--- src/design/acr_pkg.sv ---
// Package for the converter control register slice
//
// Contract
// RULE1: Sleep enable bit 4 powers down blocks named by the chosen sleep mask.
// RULE2: Mask choice bit 5 picks mask one when 0, mask two when 1.
// RULE3: Software writes all four performance bits together; top bit sits in 56h bit 2.
// RULE4: Routing bit 7 drives channel B overrange flag onto the readback pin.
// RULE5: One 8-bit threshold, reset E3h, serves both channels jointly.
// RULE6: Main digital page values apply only after commit bit pulses 0-1-0.
// RULE7: Software pulses commit after power-up and after each configuration round.
// RULE8: Filter mode is bits 4 and 2-0, low part resets 2h, gated by enable.
// RULE9: Enable 0 or mode 1010 gives 2X low-pass; 1110 gives 2X high-pass.
// RULE10: Software writes zero to reserved bits and one to routing bit 5.
package acr_pkg;

  // ==========================================================
  // Register offsets (word index, byte address is four times)
  localparam logic [7:0] ACR_IDX_COMMIT    = 8'h00;
  localparam logic [7:0] ACR_IDX_DECFIL    = 8'h41;
  localparam logic [7:0] ACR_IDX_SLEEP     = 8'h55;
  localparam logic [7:0] ACR_IDX_PERF      = 8'h56;
  localparam logic [7:0] ACR_IDX_ROUTE     = 8'h59;
  localparam logic [7:0] ACR_IDX_THRESH    = 8'h5F;
  localparam logic [7:0] ACR_IDX_CHOICE    = 8'h60;
  localparam logic [7:0] ACR_IDX_DECEN     = 8'h61;
  localparam logic [7:0] ACR_IDX_INT_STAT  = 8'h62;
  localparam logic [7:0] ACR_IDX_INT_MASK  = 8'h63;
  localparam logic [7:0] ACR_IDX_STATUS    = 8'h64;

  // ==========================================================
  // Field positions
  localparam int ACR_BIT_COMMIT   = 0;
  localparam int ACR_BIT_SLEEP_EN = 4;
  localparam int ACR_BIT_CHOICE   = 5;
  localparam int ACR_BIT_PERF_TOP = 2;
  localparam int ACR_BIT_ROUTE    = 7;
  localparam int ACR_BIT_FORCE1   = 5;
  localparam int ACR_BIT_MODE_HI  = 4;
  localparam int ACR_BIT_DECEN    = 0;

  // ==========================================================
  // Reset values
  localparam logic [7:0] ACR_RST_DECFIL = 8'h02;
  localparam logic [7:0] ACR_RST_THRESH = 8'hE3;
  localparam logic [7:0] ACR_RST_ZERO   = 8'h00;

  // ==========================================================
  // Filter mode codes
  localparam logic [3:0] ACR_MODE_LOWPASS  = 4'hA;
  localparam logic [3:0] ACR_MODE_HIGHPASS = 4'hE;

  // Interrupt status bit positions
  localparam int ACR_IRQ_COMMIT  = 0;
  localparam int ACR_IRQ_BADMODE = 1;
  localparam int ACR_IRQ_W       = 2;

  typedef enum logic [1:0] {
    ACR_FILT_LOWPASS,
    ACR_FILT_HIGHPASS,
    ACR_FILT_UNUSED
  } acr_filt_t;

  // Settings applied on commit
  typedef struct packed {
    logic [3:0] mode;
    logic       dec_en;
  } acr_digital_t;

endpackage

--- src/design/acr_commit_detect.sv ---
// Detects the 0-1-0 pulse on the commit bit
`timescale 1ns/1ps
module acr_commit_detect
  import acr_pkg::*;
(
  // Clock and reset
  input  wire logic clk_i,
  input  wire logic rst_i,
  // Commit bit level
  input  wire logic level_i,
  // One-cycle apply strobe on falling edge
  output logic      apply_o
);

  logic seen_high_r;

  // RULE6: apply on fall
  always_ff @(posedge clk_i) begin
    if (rst_i) begin
      seen_high_r <= 1'b0;
      apply_o     <= 1'b0;
    end else begin
      apply_o     <= seen_high_r & ~level_i;
      seen_high_r <= level_i;
    end
  end

endmodule

--- src/design/acr_filter_decode.sv ---
// Decodes the applied decimation filter mode
`timescale 1ns/1ps
module acr_filter_decode
  import acr_pkg::*;
(
  // Applied settings
  input  wire acr_digital_t cfg_i,
  // Decoded mode
  output acr_filt_t         filt_o
);

  // RULE9: mode decode
  always_comb begin
    if (!cfg_i.dec_en) begin
      filt_o = ACR_FILT_LOWPASS;
    end else if (cfg_i.mode == ACR_MODE_LOWPASS) begin
      filt_o = ACR_FILT_LOWPASS;
    end else if (cfg_i.mode == ACR_MODE_HIGHPASS) begin
      filt_o = ACR_FILT_HIGHPASS;
    end else begin
      filt_o = ACR_FILT_UNUSED;
    end
  end

endmodule

--- src/design/acr_regs.sv ---
// Control register slice with Wishbone slave
//
// Design decision made here: the Wishbone slave port.
`timescale 1ns/1ps
module acr_regs
  import acr_pkg::*;
(
  // Clock and reset
  input  wire logic        clk_i,
  input  wire logic        rst_i,
  // Wishbone slave
  input  wire logic        cyc_i,
  input  wire logic        stb_i,
  input  wire logic        we_i,
  input  wire logic [9:0]  adr_i,
  input  wire logic [3:0]  sel_i,
  input  wire logic [31:0] dat_i,
  output logic [31:0]      dat_o,
  output logic             ack_o,
  // Converter side
  input  wire logic        chb_overrange_i,
  input  wire logic        readback_data_i,
  input  wire logic [1:0]  sleep_mask_one_i,
  input  wire logic [1:0]  sleep_mask_two_i,
  output logic [1:0]       sleep_blocks_o,
  output logic             serial_readback_pin_o,
  output logic [7:0]       overrange_threshold_o,
  output logic [3:0]       performance_setting_top_o,
  output logic             highpass_o,
  output logic             unused_mode_o,
  output logic             irq_o
);

  // ==========================================================
  // Registers
  logic [7:0]    commit_r;
  logic [7:0]    decfil_r;
  logic [7:0]    sleep_r;
  logic [7:0]    perf_r;
  logic [7:0]    route_r;
  logic [7:0]    thresh_r;
  logic          choice_r;
  logic          decen_r;
  logic [ACR_IRQ_W-1:0] int_stat_r;
  logic [ACR_IRQ_W-1:0] int_mask_r;
  acr_digital_t  applied_r;
  logic [2:0]    ovr_sync_r;
  logic          ovr_q_r;
  logic          applied_evt_r;

  logic          req;
  logic          wr;
  logic [7:0]    idx;
  logic [7:0]    rd_byte;
  logic          apply;
  acr_filt_t     filt;
  logic [ACR_IRQ_W-1:0] events;

  assign req = cyc_i & stb_i & ~ack_o;
  assign wr  = req & we_i & sel_i[0];
  assign idx = adr_i[9:2];

  // ==========================================================
  // Bus ack, one cycle after request
  always_ff @(posedge clk_i) begin
    if (rst_i) begin
      ack_o <= 1'b0;
    end else begin
      ack_o <= req;
    end
  end

  // ==========================================================
  // Software writable registers
  always_ff @(posedge clk_i) begin
    if (rst_i) begin
      commit_r <= ACR_RST_ZERO;
      decfil_r <= ACR_RST_DECFIL;
      sleep_r  <= ACR_RST_ZERO;
      perf_r   <= ACR_RST_ZERO;
      route_r  <= ACR_RST_ZERO;
      thresh_r <= ACR_RST_THRESH;
      choice_r <= 1'b0;
      decen_r  <= 1'b0;
      int_mask_r <= '0;
    end else if (wr) begin
      unique case (idx)
        ACR_IDX_COMMIT:   commit_r <= dat_i[7:0];
        ACR_IDX_DECFIL:   decfil_r <= dat_i[7:0];
        ACR_IDX_SLEEP:    sleep_r  <= dat_i[7:0];
        // RULE3: top performance bit
        ACR_IDX_PERF:     perf_r   <= dat_i[7:0];
        ACR_IDX_ROUTE:    route_r  <= dat_i[7:0];
        // RULE5: shared threshold
        ACR_IDX_THRESH:   thresh_r <= dat_i[7:0];
        ACR_IDX_CHOICE:   choice_r <= dat_i[ACR_BIT_CHOICE];
        ACR_IDX_DECEN:    decen_r  <= dat_i[ACR_BIT_DECEN];
        ACR_IDX_INT_MASK: int_mask_r <= dat_i[ACR_IRQ_W-1:0];
        default: ;
      endcase
    end
  end

  // ==========================================================
  // Commit of main digital page settings
  acr_commit_detect u_commit (
    .clk_i   (clk_i),
    .rst_i   (rst_i),
    .level_i (commit_r[ACR_BIT_COMMIT]),
    .apply_o (apply)
  );

  // RULE6: hold until commit
  // RULE8: mode bits 4 and 2-0
  always_ff @(posedge clk_i) begin
    if (rst_i) begin
      applied_r.mode   <= {1'b0, ACR_RST_DECFIL[2:0]};
      applied_r.dec_en <= 1'b0;
    end else if (apply) begin
      applied_r.mode   <= {decfil_r[ACR_BIT_MODE_HI], decfil_r[2:0]};
      applied_r.dec_en <= decen_r;
    end
  end

  acr_filter_decode u_decode (
    .cfg_i  (applied_r),
    .filt_o (filt)
  );

  // ==========================================================
  // Overrange flag synchroniser
  always_ff @(posedge clk_i) begin
    if (rst_i) begin
      ovr_sync_r <= '0;
      ovr_q_r    <= 1'b0;
    end else begin
      ovr_sync_r <= {ovr_sync_r[1:0], chb_overrange_i};
      if (ovr_sync_r[1] == ovr_sync_r[2]) begin
        ovr_q_r <= ovr_sync_r[2];
      end
    end
  end

  // ==========================================================
  // Converter side outputs
  always_ff @(posedge clk_i) begin
    if (rst_i) begin
      sleep_blocks_o            <= '0;
      serial_readback_pin_o     <= 1'b0;
      overrange_threshold_o     <= ACR_RST_THRESH;
      performance_setting_top_o <= '0;
      highpass_o                <= 1'b0;
      unused_mode_o             <= 1'b0;
    end else begin
      // RULE1: sleep enable
      // RULE2: mask choice
      if (sleep_r[ACR_BIT_SLEEP_EN]) begin
        sleep_blocks_o <= choice_r ? sleep_mask_two_i : sleep_mask_one_i;
      end else begin
        sleep_blocks_o <= '0;
      end
      // RULE4: overrange routing
      serial_readback_pin_o <= route_r[ACR_BIT_ROUTE] ? ovr_q_r : readback_data_i;
      // RULE5: joint threshold
      overrange_threshold_o <= thresh_r;
      performance_setting_top_o <= {perf_r[ACR_BIT_PERF_TOP], 3'h0};
      // RULE9: filter select
      highpass_o    <= (filt == ACR_FILT_HIGHPASS);
      unused_mode_o <= (filt == ACR_FILT_UNUSED);
    end
  end

  // ==========================================================
  // Interrupt status, write one to clear, set wins
  // Events judge the settings just applied, so they wait one cycle after the strobe
  always_ff @(posedge clk_i) begin
    if (rst_i) begin
      applied_evt_r <= 1'b0;
    end else begin
      applied_evt_r <= apply;
    end
  end

  assign events = {(applied_evt_r && filt == ACR_FILT_UNUSED), applied_evt_r};

  always_ff @(posedge clk_i) begin
    if (rst_i) begin
      int_stat_r <= '0;
    end else begin
      int_stat_r <= (int_stat_r & ~((wr && idx == ACR_IDX_INT_STAT) ? dat_i[ACR_IRQ_W-1:0] : '0)) | events;
    end
  end

  always_ff @(posedge clk_i) begin
    if (rst_i) begin
      irq_o <= 1'b0;
    end else begin
      irq_o <= |(int_stat_r & int_mask_r);
    end
  end

  // ==========================================================
  // Read mux
  always_comb begin
    unique case (idx)
      ACR_IDX_COMMIT:   rd_byte = commit_r & 8'h01;
      ACR_IDX_DECFIL:   rd_byte = decfil_r & 8'h17;
      ACR_IDX_SLEEP:    rd_byte = sleep_r & 8'h10;
      ACR_IDX_ROUTE:    rd_byte = route_r & 8'h20;
      ACR_IDX_THRESH:   rd_byte = thresh_r;
      ACR_IDX_CHOICE:   rd_byte = {2'h0, choice_r, 5'h00};
      ACR_IDX_DECEN:    rd_byte = {7'h00, decen_r};
      ACR_IDX_INT_STAT: rd_byte = {6'h00, int_stat_r};
      ACR_IDX_INT_MASK: rd_byte = {6'h00, int_mask_r};
      ACR_IDX_STATUS:   rd_byte = {3'h0, applied_r.mode, applied_r.dec_en};
      default:          rd_byte = 8'h00;
    endcase
  end

  always_ff @(posedge clk_i) begin
    if (rst_i) begin
      dat_o <= '0;
    end else if (req && !we_i) begin
      dat_o <= {24'h000000, rd_byte};
    end else begin
      dat_o <= '0;
    end
  end

endmodule

--- config.mk ---
export PLATFORM = sky130hd
export DESIGN_NAME = acr_regs
export DESIGN_NICKNAME = d
export VERILOG_FILES = /design/src/design/acr_pkg.sv /design/src/design/acr_commit_detect.sv /design/src/design/acr_filter_decode.sv /design/src/design/acr_regs.sv
export SDC_FILE = /design/constraint.sdc
export NUM_CORES = 1
export LEC_CHECK = 0
export BUFFER_PORTS_ARGS = -buffer_cell sky130_fd_sc_hd__buf_2
export CORE_ASPECT_RATIO = 1.5
export CORE_UTILIZATION = 52
export DETAILED_ROUTE_END_ITERATION = 10
export MAX_ROUTING_LAYER = met4
export PLACE_DENSITY = 0.85
export SYNTH_ARGS = -nofsm -noshare
export SYNTH_HDL_FRONTEND = slang
export SYNTH_SLANG_ARGS = --single-unit
export TNS_END_PERCENT = 1
--- constraint.sdc ---
create_clock -name clk_i -period 2.1 [get_ports clk_i]
set_input_delay 0.21 -clock clk_i [delete_from_list [all_inputs] [get_ports clk_i]]
set_output_delay 0.21 -clock clk_i [all_outputs]
set_load 0.02 [all_outputs]
==> impl_metrics.csv <==
group,metric,value,unit
run_status,status,"complete, no violations",
finish,finalNonFillerCells,416,
placement,hpwl,4130,µm
timing,worstMarginPinSlew,996,ps
clock_tree,ctsResizeCount,0,
finish,nets,402,
detailed_routing,routed_wl,5940,µm
timing,max-slew-margin-rel,0.326,
yosys,netlist_instances,290,
pwr,irDropWorstVdd,0.000472,V
critical_path,criticalPathCategory,"primary input to flip-flop",
timing,setup-tns-final,0,ps
floorplanning,fp.dieW,60.4,µm
timing,fin_crit,1740,ps
detailed_routing,first_iter_violations,126,
timing,fin_ws,358,ps
yosys,synth_enable_flop_cells,0,
timing,fin_crit_sh,0.830,
critical_path,r2r_start,"ack_o$_SDFF_PP0_",
yosys,yosysSeqAreaShare,0.444,
grt,grt_pass1_vias,2014,
grt,gr-total-overflow,0,
yosys,synthFlopType,"dfxtp_1",
clock_tree,cts_buffers,9,
placement,place.gp.congestion,0.933,
clock_tree,cts-root-buf,"clkbuf_8",
critical_path,worst-endpoint-arrival,1900,ps
clock_tree,clk_path_buf_depth,2,
detailed_routing,drc,0,
min_path,hp-start,"chb_overrange_i",
finish,num-fill-cells,416,
yosys,synthDistinctLibCells,51,
min_path,min_path_type,"primary input to flip-flop",
min_path,whs_path_depth,2,
yosys,synth_area_leader_cell,"dfxtp_1",
run,maxCapViolCount,0,
floorplanning,rows,31,
floorplanning,die_area,5420,µm²
yosys,async_flop_share,0,
clock_tree,clkTransAtPathRegs,70,ps
clock_tree,clk_latency,350,ps
timing,setup_viol,0,
pwr,p_leak,1.22,nW
critical_path,r2r_setup_slack,480,ps
yosys,yosys_warnings,0,
clock_tree,cts_tree,"done",
clock_tree,cts_max_level,3,
clock_tree,clock_sinks,59,
detailed_routing,ant_nets,0,
grt,grt_util_all_layers,0.240,
finish,final_core_util,0.632,
floorplanning,fp.coreArea,4890,µm²
critical_path,cp-end-kind,"flip-flop",
placement,io_buffers,51,
critical_path,rr_endpoint,"thresh_r[0]$_SDFFE_PP1P_",
critical_path,reg2reg_depth,4,
critical_path,cp.required,2260,ps
grt,grt_pass1_wl,9190,µm
placement,place_ws,145,ps
finish,layout-drive-gt1-share,0.266,
placement,dp.cells,400,
yosys,synth_top_area_frac,0.444,
detailed_routing,dr.pass1.iters,6,
critical_path,critical_path_peak_fanout,11,
timing,grt_setup_unrepaired,"false",
floorplanning,start_util,0.545,
yosys,synth_area_leaders,"dfxtp_1 (44%), buf_4 (8.2%), nand3_1 (4.3%), mux2i_1 (3.8%), a21oi_1 (3.4%)",
min_path,hold_end,"ovr_sync_r[0]$_SDFF_PP0_",
yosys,synthTopCellsByCount,"dfxtp_1 (59), buf_4 (29), nand3_1 (23)",
detailed_routing,wl_per_cell,14.3,µm
finish,diodes,0,
finish,regArea,1180,µm²
yosys,synth_area_per_cell,9.18,µm²
clock_tree,ctsHoldBuffers,0,
clock_tree,cts_setup_buffers,0,
floorplanning,ios,108,
floorplanning,die_height,89.6,µm
timing,maxClockFrequency,0.574,GHz
critical_path,critPathLaunchType,"primary input",
finish,syn_to_final_growth,16.0,%
pwr,power_density,754,nW/µm²
finish,multi_input_area,1260,µm²
pwr,p_total,2.33,mW
detailed_routing,viasPerCell,5.57,
yosys,yosysMostFrequentCell,"dfxtp_1",
timing,clock_skew,6.63,ps
grt,grt_max_degree,42,
timing,hold_viol_final,0,
grt,antenna_found_initial,0,
yosys,syn-cell-area,2660,µm²
yosys,ys_ff_latch,59,
timing,maxSlewViolCount,0,
detailed_routing,vias,2318,
## cell usage in the layout (no fill, tap or decap), types with 2 or more instances in the layout
cell type    n
dfxtp_1     59
or4_1        2
clkbuf_8     9
o32ai_1      2
and3_1       2
nand4bb_1    2
buf_2       51
nand3_1     23
o21ai_1      4
nor4_4       2
nand3b_1     2
inv_1        6
clkinvlp_4   2
nor3_1       9
conb_1      27
nand2_1     17
or2_1        2
nand4b_1     4
a21oi_1     18
nor2b_1      9
mux2i_1     10
o31ai_1      4
a22oi_1      9
or2_2        7
o41ai_1      2
nor4b_1      2
nand4_1      4
nand2b_1     2
o21ai_0      4
nor3b_1      2
buf_4       11
nor2_1      18
clkinv_4     2
## critical path: stages
cell and delay (ps):
buf_2 210, nand2b_1 290, nor3_1 80, o311ai_1 850
a22oi_1 250
## stage by stage
stage	cell area, µm²	hold slack, ps
after floorplan	2760	299
after global routing	3090	112
after CTS	3090	87.8
after detailed placement	2890	434
after global placement	2890	425
final	3090	87.7
## metal layers
layer  GRT usage  part of all wire  up-vias
met5           -                 0        -
met4       0.151             0.036        0
met3      0.0501             0.075       20
met2       0.384              0.50      129
met1       0.269              0.39     1077
li1            -                 -     1092
## power breakdown
| group | internal [mW] | leakage (nW) | switching (mW) | total (mW) |
|---|---|---|---|---|
| logic | 0.0447 | 0.644 | 0.128 | 0.173 |
| clock network | 0.552 | 0.0958 | 0.479 | 1.03 |
| registers | 1.12 | 0.476 | 0.00145 | 1.12 |
## how the worst max path moves through the flow
stage	start	depth (start not counted)	slack (ps)	to
2_1_floorplan	ack_o$_SDFF_PP0_	5	520	decen_r$_SDFFE_PP0P_
3_3_place_gp	adr_i[7]	5	140	dat_o[5]$_SDFF_PP0_
3_5_place_dp	adr_i[7]	5	150	dat_o[5]$_SDFF_PP0_
4_1_cts	adr_i[7]	5	480	dat_o[0]$_SDFF_PP0_
5_1_grt	adr_i[7]	5	350	dat_o[2]$_SDFF_PP0_
6_report	adr_i[7]	5	360	dat_o[0]$_SDFF_PP0_
## kinds of logic (layout without fill, tap and decap cells)
kind of cell,after synthesis,after routing,share of synthesized area
other,1,27,0.00141
buffers and inverters,51,85,0.119
flip-flops,59,59,0.444
XOR/XNOR,1,1,0.00329
AO/OA/AOI/OAI,52,52,0.133
AND/OR/NAND/NOR,116,116,0.261
multiplexers,10,10,0.0376
## registers in the layout, indices dropped and copies added, names as in the netlist, 2 cells and up
name	flops
thresh_r	8
applied_r	5
ovr_sync_r	3
dat_o	8
overrange_threshold_o	8
decfil_r	4
int_mask_r	2
route_r	2
int_stat_r	2
sleep_blocks_o	2
## area by class of cell
class	instances	share of cell area
well taps	66	0.0267
multi-input cells	206	0.408
repair buffers	62	0.109
inverters	7	0.00851
clock inverters	7	0.0247
flip-flops and latches	59	0.382
clock buffers	9	0.0401
Note: power is estimated with default switching activity, not from simulation.
